--- config.mk ---
export PLATFORM = sky130hd
export DESIGN_NAME = rsc_engine_node
export DESIGN_NICKNAME = d
export VERILOG_FILES = /design/src/include/rsc_pkg.sv /design/src/verilog/rsc_engine_node.sv /design/src/verilog/rsc_timer.sv
export SDC_FILE = /design/constraint.sdc
export NUM_CORES = 1
export LEC_CHECK = 0
export BUFFER_PORTS_ARGS = -buffer_cell sky130_fd_sc_hd__buf_4
export CORE_MARGIN = 3
export CORE_UTILIZATION = 55
export CTS_BUF_LIST = sky130_fd_sc_hd__clkbuf_8 sky130_fd_sc_hd__clkbuf_16
export DETAILED_ROUTE_END_ITERATION = 12
export GPL_ROUTABILITY_DRIVEN = 0
export GPL_TIMING_DRIVEN = 0
export PLACE_DENSITY = 0.79
export SYNTH_ARGS = -nofsm -noshare
export SYNTH_HDL_FRONTEND = slang
export SYNTH_HIERARCHICAL = 1
export SYNTH_SLANG_ARGS = --single-unit
--- constraint.sdc ---
create_clock -name mclk -period 5.9 [get_ports mclk]
set_input_delay 0.59 -clock mclk [delete_from_list [all_inputs] [get_ports mclk]]
set_output_delay 0.59 -clock mclk [all_outputs]
set_load 0.01 [all_outputs]
--- src/include/rsc_pkg.sv ---
package rsc_pkg;

    // power modes reported by the node's own mode manager
    typedef enum logic [2:0] {
        PM_OFF_ASLEEP,
        PM_AWAKE_OFF,
        PM_ACCESSORY,
        PM_RUN,
        PM_CRANK,
        PM_RETAINED_POWER
    } rsc_pmode_t;

    // header patterns: a received header matches when (hdr & mask) == value
    localparam logic [31:0] HDR_CRANK_RPT_VAL = 32'h08870016;
    localparam logic [31:0] HDR_CRANK_RPT_MSK = 32'h0fff007f;
    localparam logic [31:0] HDR_ABORT_ACK_VAL = 32'h09860058;
    localparam logic [31:0] HDR_ABORT_REQ_VAL = 32'h09860018;
    localparam logic [31:0] HDR_EXACT_MSK     = 32'h0fff00ff;

    // transmitted headers
    localparam logic [31:0] HDR_CRANK_ACK_TX  = 32'hc9861056;
    localparam logic [31:0] HDR_CRANK_REQ_TX  = 32'hc9861016;
    localparam logic [31:0] HDR_ABORT_RPT_TX  = 32'ha8871018;

    // field positions
    localparam int HDR_PARITY_BIT = 28;
    localparam int HDR_FLAG_BIT   = 7;
    localparam int HDR_SRC_LSB    = 8;

    // reset values
    localparam logic       CRANK_FLAG_RST = 1'b0;
    localparam logic       ABORT_FLAG_RST = 1'b0;
    localparam logic [7:0] LEARN_SRC_RST  = 8'h00;

    // timing
    localparam int CLK_PERIOD_NS = 10;
    localparam int ACT_DELAY_MS  = 150;
    localparam int DATA_DELAY_MS = 1000;
    localparam int RETRY_MS      = 100;
    localparam int NS_PER_MS     = 1000000;
    localparam int ACT_DELAY_CYC = ACT_DELAY_MS * (NS_PER_MS / CLK_PERIOD_NS);
    localparam int DATA_DELAY_CYC = DATA_DELAY_MS * (NS_PER_MS / CLK_PERIOD_NS);
    localparam int RETRY_CYC     = RETRY_MS * (NS_PER_MS / CLK_PERIOD_NS);
    localparam int TMR_W         = 32;

endpackage

--- src/verilog/rsc_engine_node.sv ---
`timescale 1ns/1ps
module rsc_engine_node #(
    parameter logic [31:0] RETRY_CYCLES      = 32'(rsc_pkg::RETRY_CYC),
    parameter logic [31:0] DATA_DELAY_CYCLES = 32'(rsc_pkg::DATA_DELAY_CYC)
) (
    input  wire logic               mclk,
    input  wire logic               rst,
    input  wire rsc_pkg::rsc_pmode_t power_mode,
    input  wire logic               rx_valid,
    input  wire logic [31:0]        rx_header,
    input  wire logic               tx_ready,
    input  wire logic               crank_status_query,
    input  wire logic               fuel_cut_no_restart,
    output logic                    tx_valid,
    output logic [31:0]             tx_header,
    output logic                    crank_request,
    output logic                    remote_run_ok,
    output logic [7:0]              learned_src,
    output logic                    abort_flag,
    output logic                    abort_awaiting_ack,
    output logic                    abort_deadline_miss
);
    import rsc_pkg::*;

    // decode, pending and timer signals
    logic crank_mode_ok;
    logic abort_mode_ok;
    logic even_hdr;
    logic hit_crank_rpt;
    logic hit_abort_ack;
    logic hit_abort_req;
    logic rx_crank_rpt;
    logic rx_abort_ack;
    logic rx_abort_req;
    logic crank_ack_pend_reg;
    logic crank_req_pend_reg;
    logic abort_req_pend_reg;
    logic abort_sent_flag_reg;
    logic abort_change;
    logic launch;
    logic launch_abort;
    logic retry_expired;
    logic retry_pend_reg;
    logic dd_busy;
    logic dd_expired;
    logic [31:0] tx_header_next;

    // power mode windows for each exchange
    assign crank_mode_ok = (power_mode == PM_AWAKE_OFF) ||
                           (power_mode == PM_RUN) ||
                           (power_mode == PM_RETAINED_POWER);
    // abort traffic is limited to awake-off
    assign abort_mode_ok = (power_mode == PM_AWAKE_OFF);

    // header qualification
    assign even_hdr = ~rx_header[HDR_PARITY_BIT];
    assign hit_crank_rpt = (rx_header & HDR_CRANK_RPT_MSK) ==
                           HDR_CRANK_RPT_VAL;
    // abort acknowledge and request match every byte but the source and the top nibble
    assign hit_abort_ack = (rx_header & HDR_EXACT_MSK) == HDR_ABORT_ACK_VAL;
    assign hit_abort_req = (rx_header & HDR_EXACT_MSK) == HDR_ABORT_REQ_VAL;

    // a header counts only when valid, even, matched and in mode
    assign rx_crank_rpt = rx_valid && even_hdr && hit_crank_rpt &&
                          crank_mode_ok;
    assign rx_abort_ack = rx_valid && even_hdr && hit_abort_ack &&
                          abort_mode_ok;
    assign rx_abort_req = rx_valid && even_hdr && hit_abort_req &&
                          abort_mode_ok;

    // received crank flag; acting in one cycle meets the 150 ms bound
    always_ff @(posedge mclk) begin
        if (rst) begin
            crank_request <= CRANK_FLAG_RST;
            remote_run_ok <= CRANK_FLAG_RST;
            learned_src   <= LEARN_SRC_RST;
        end else if (rx_crank_rpt) begin
            crank_request <= rx_header[HDR_FLAG_BIT];
            remote_run_ok <= rx_header[HDR_FLAG_BIT];
            learned_src   <= rx_header[HDR_SRC_LSB +: 8];
        end
    end

    // local abort flag follows the no-restart fuel cut condition
    always_ff @(posedge mclk) begin
        if (rst) begin
            abort_flag <= ABORT_FLAG_RST;
        end else begin
            abort_flag <= fuel_cut_no_restart;
        end
    end

    // a change is pending while the flag differs from the last sent value
    assign abort_change = (abort_flag != abort_sent_flag_reg) &&
                          abort_mode_ok;

    // transmit selection: crank ack first, then abort report, then query
    always_comb begin
        tx_header_next = HDR_CRANK_ACK_TX;
        launch_abort   = 1'b0;
        if (crank_ack_pend_reg) begin
            tx_header_next = HDR_CRANK_ACK_TX;
        end else if (abort_mode_ok && (abort_change || abort_req_pend_reg ||
                     retry_pend_reg)) begin
            tx_header_next = HDR_ABORT_RPT_TX |
                             (32'(abort_flag) << HDR_FLAG_BIT);
            launch_abort   = 1'b1;
        end else begin
            tx_header_next = HDR_CRANK_REQ_TX;
        end
    end

    // load the holding register when it is free or being taken
    assign launch = (~tx_valid || tx_ready) &&
                    (crank_ack_pend_reg || launch_abort ||
                     (crank_req_pend_reg && crank_mode_ok));

    // transmit holding register, held until the link takes it
    always_ff @(posedge mclk) begin
        if (rst) begin
            tx_valid  <= 1'b0;
            tx_header <= 32'h00000000;
        end else if (launch) begin
            tx_valid  <= 1'b1;
            tx_header <= tx_header_next;
        end else if (tx_ready) begin
            tx_valid  <= 1'b0;
        end
    end

    // crank acknowledge pending; a new report wins over the clear
    always_ff @(posedge mclk) begin
        if (rst) begin
            crank_ack_pend_reg <= 1'b0;
        end else if (rx_crank_rpt) begin
            crank_ack_pend_reg <= 1'b1;
        end else if (launch) begin
            crank_ack_pend_reg <= 1'b0;
        end
    end

    // crank status query from the engine side, only in its modes
    always_ff @(posedge mclk) begin
        if (rst) begin
            crank_req_pend_reg <= 1'b0;
        end else if (crank_status_query && crank_mode_ok) begin
            crank_req_pend_reg <= 1'b1;
        end else if (launch && !crank_ack_pend_reg && !launch_abort) begin
            crank_req_pend_reg <= 1'b0;
        end else if (!crank_mode_ok) begin
            crank_req_pend_reg <= 1'b0;
        end
    end

    // abort status request from the body node
    always_ff @(posedge mclk) begin
        if (rst) begin
            abort_req_pend_reg <= 1'b0;
        end else if (rx_abort_req) begin
            abort_req_pend_reg <= 1'b1;
        end else if ((launch && launch_abort && !crank_ack_pend_reg) ||
                     !abort_mode_ok) begin
            abort_req_pend_reg <= 1'b0;
        end
    end

    // abort report handshake: sent value, wait for ack, retry on timeout
    always_ff @(posedge mclk) begin
        if (rst) begin
            abort_sent_flag_reg <= ABORT_FLAG_RST;
            abort_awaiting_ack  <= 1'b0;
            retry_pend_reg      <= 1'b0;
        end else begin
            if (launch && launch_abort && !crank_ack_pend_reg) begin
                abort_sent_flag_reg <= abort_flag;
                abort_awaiting_ack  <= 1'b1;
                retry_pend_reg      <= 1'b0;
            end else if (rx_abort_ack && !abort_change) begin
                abort_awaiting_ack  <= 1'b0;
                retry_pend_reg      <= 1'b0;
            end else if (retry_expired && abort_awaiting_ack) begin
                retry_pend_reg      <= 1'b1;
            end
        end
    end

    // retry interval between unacknowledged abort reports
    rsc_timer #(
        .W     (TMR_W),
        .COUNT (RETRY_CYCLES)
    ) u_retry (
        .mclk    (mclk),
        .rst     (rst),
        .start   (launch && launch_abort && !crank_ack_pend_reg),
        .stop    (rx_abort_ack),
        .busy    (),
        .expired (retry_expired)
    );

    // data delay watch: flags a flag change not launched within 1 s
    rsc_timer #(
        .W     (TMR_W),
        .COUNT (DATA_DELAY_CYCLES)
    ) u_data_delay (
        .mclk    (mclk),
        .rst     (rst),
        .start   (abort_change && !dd_busy),
        .stop    (!abort_change),
        .busy    (dd_busy),
        .expired (dd_expired)
    );

    // sticky deadline miss indicator, cleared only by reset
    always_ff @(posedge mclk) begin
        if (rst) begin
            abort_deadline_miss <= 1'b0;
        end else if (dd_expired) begin
            abort_deadline_miss <= 1'b1;
        end
    end

endmodule

--- src/verilog/rsc_timer.sv ---
`timescale 1ns/1ps
module rsc_timer #(
    parameter int          W     = 32,
    parameter logic [31:0] COUNT = 32'h00000010
) (
    input  wire logic mclk,
    input  wire logic rst,
    input  wire logic start,
    input  wire logic stop,
    output logic      busy,
    output logic      expired
);
    logic [W-1:0] cnt_reg;

    // one-shot down counter; start reloads, stop abandons
    always_ff @(posedge mclk) begin
        if (rst) begin
            cnt_reg <= '0;
            busy    <= 1'b0;
            expired <= 1'b0;
        end else begin
            expired <= 1'b0;
            if (start) begin
                cnt_reg <= W'(COUNT - 32'h1);
                busy    <= 1'b1;
            end else if (stop) begin
                busy <= 1'b0;
            end else if (busy) begin
                if (cnt_reg == '0) begin
                    busy    <= 1'b0;
                    expired <= 1'b1;
                end else begin
                    cnt_reg <= cnt_reg - W'(1);
                end
            end
        end
    end
endmodule

==> out/qor.txt <==
Crit Path Max Fanout - 8
Area after DPL - 0.005385 mm²
critical path required time - 6.20 ns
final hold vios - 0
Slowest cell on crit path - or4b_2
Port Buf Inserts - 67
Initial Utilization - 56.85%
synthesized flop and latch total - 91
Synth top area share - 38.81%
Max Cap Viol - 0
Worst-path clk slew - 0.09 ns
post-route cell area - 0.005568 mm²
gr ovfl total - 0
Max clock buf depth - 2
max-slew violations - 0
Worst Max-Slew Pin Slew - 0.6877 ns
ANT nets after route - 0
setup ws final - 2.925 ns
hold path start - fuel_cut_no_restart
initial antenna violation count - 0
synthesized area - 0.004695 mm²
hold path cells - 2
Hold EP - abort_flag$_SDFF_PP0_
Post-CTS Resized - 0
setup TNS - 0 ns
Vias - 4447
Tot Pwr - 1.207 mW
vias in the first global route - 4057
share of cells above drive strength 1 - 24.92%
reg2reg end - u_retry/cnt_reg[15]$_SDFFE_PP0P_
crit path cell chain - buf_4 > and4bb_2 > nand4_1 > nor4_4 > or4b_2 > nor2_1 > nand3_1 > or4_1 > a21oi_1
crit path capture type - register
Die X - 98.39 µm
commonest register cell after synthesis - dfxtp_1
post-synthesis sequential area ratio - 38.81%
CP max stage delay - 0.65 ns
Async SR Flop Fraction - 0%
status - finished, final reports clean
Synth Area per Inst - 8.891 µm²
FF-to-FF Start - u_retry/cnt_reg[0]$_SDFFE_PP0P_
# DRC - 0
Core Area - 0.008258 mm²
Root Buffer - clkbuf_8
crit start category - input port
Final HPWL DP - 8215 µm
CTS buffer count - 9
hold slack - 0.4588 ns
clock skew - 0.01854 ns
worst r2r path cells - 8
CTS tree - built
Tcrit/Tclk final - 50.42%
Cell Count, Final, Fillers Out - 731
R2R Setup Slk - 3.15 ns
global-route wire length before repair - 18790 µm
H-tree depth - 3
pwr/cell area - 216.8 mW/mm²
Final setup viols - 0
Hold-fix buffers, CTS - 0
f_max - 336.1 MHz
Arr. time, crit path - 3.27 ns
VDD IR-drop max - 0.1329 mV
DIE AREA - 0.009680 mm²
pre-CTS setup slack - 2.570 ns
DR WL/cell - 15.39 µm
Placed Cells - 715
area delta synth->final - 18.60%
Iter 0 DRT Violations - 223
Synth warnings - 6
ant diodes - 0
number of synthesized flops with an enable pin - 0
number of distinct library cells after synthesis - 71
area leader, netlist - dfxtp_1
Leak - 2.247 nW
Chip Height - 98.39 µm
# IOs - 87
vias per std cell - 6.083
row count - 33
Worst-Skew Late Latency - 0.37 ns
worst hold path type - in2reg
largest net degree at the start of global routing - 18
Syn Inst Count - 528
TritonRoute pass-1 iters - 6
critical path type - in2reg
min Tclk post-route - 2.975 ns
post-CTS setup buffer count - 0
Tot GR Track Use - 22.76%
overall routed net length - 11250 µm
Synth area leaders - dfxtp_1 39%, buf_4 4.6%, a21oi_1 4.6%
fin nets - 665
Rel. slew slack - 53.73%
Final Util - 67.42%
CTS Sinks - 91
unrepaired setup endpoints after global routing - no
[synth_stat cells (4+ instances only)]
master,instances
o21ai_1,5
clkbuf_1,13
inv_1,11
a21oi_1,43
nand4_1,16
nor3_1,15
or4_1,23
nor2_1,30
nand2_1,19
nor4_1,9
nand3_1,7
nor2b_1,5
xnor2_1,6
xor2_1,10
buf_2,8
o41ai_1,6
buf_4,29
or3_1,29
dfxtp_1,91
o21ai_0,14
or2_2,4
nand2b_1,9
a31oi_1,20
o31ai_1,27
o211ai_1,7
[area by class of cell]
cell class | instances | area [µm²]
Buffer | 53 | 332.8
Clock buffer | 9 | 123.9
Clock inverter | 7 | 58.81
Fill cell | 698 | 2690
Inverter | 12 | 45.04
Multi-Input combinational cell | 387 | 2551
Sequential cell | 91 | 1822
Tap cell | 105 | 131.4
Timing Repair Buffer | 67 | 503.0
[kinds of logic after synthesis]
group | synth area share [%]
multiplexers | 0.2132
adder cells (fa/ha/maj) | 0.7997
AO/OA/AOI/OAI | 21.54
other | 0.07988
AND/OR/NAND/NOR | 27.53
flip-flops | 38.81
XOR/XNOR | 2.985
buffers and inverters | 8.049
[power by group]
part           leakage [nW]  switching (mW)  internal (mW)
registers             0.735          0.0106          0.624
clock network        0.0804           0.239          0.159
logic                  1.43           0.101         0.0740
[worst max-delay path: cells and delay by family]
kind,cells,cell delay (ns)
buf+inv,1,0.10
simple gates,7,2.43
compound gates,1,0.14
[cell usage in the layout (no fill, tap or decap), drive strengths merged, types with 5 or more instances in the layout]
| cell type | instances |
|---|---|
| buf | 107 |
| dfxtp | 91 |
| a21oi | 44 |
| nor2 | 31 |
| or3 | 31 |
| o31ai | 27 |
| or4 | 27 |
| clkbuf | 22 |
| a31oi | 20 |
| o21ai | 20 |
| nand2 | 19 |
| nand4 | 17 |
| conb | 16 |
| nor3 | 16 |
| inv | 15 |
| nor4 | 11 |
| xor2 | 10 |
| nand2b | 9 |
| nand3 | 7 |
| o211ai | 7 |
| xnor2 | 6 |
| o41ai | 6 |
| nor2b | 5 |
| or2 | 5 |
[how the worst max path moves through the flow]
stage	start	endpoint	slack (ns)	cells past startpoint
after floorplan	rx_header[0]	u_retry/cnt_reg[28]$_SDFFE_PP0P_	3.07	8
after global placement	rx_valid	u_retry/cnt_reg[6]$_SDFFE_PP0P_	2.58	9
after detailed placement	rx_valid	u_retry/cnt_reg[28]$_SDFFE_PP0P_	2.57	9
after CTS	rx_valid	u_retry/cnt_reg[28]$_SDFFE_PP0P_	2.97	9
after global routing	rx_valid	u_retry/cnt_reg[28]$_SDFFE_PP0P_	2.77	9
final	rx_valid	u_retry/cnt_reg[28]$_SDFFE_PP0P_	2.93	9
[layer usage]
| layer | up-vias | global-route usage [%] | routed length [µm] |
|---|---|---|---|
| met5 | - | 0 | 0 |
| met4 | 0 | 5.567 | 95 |
| met3 | 13 | 4.214 | 788 |
| met2 | 166 | 37.49 | 5507 |
| met1 | 2083 | 30.97 | 4860 |
| li1 | 2185 | - | - |
Power figures use the tool's default switching activity.
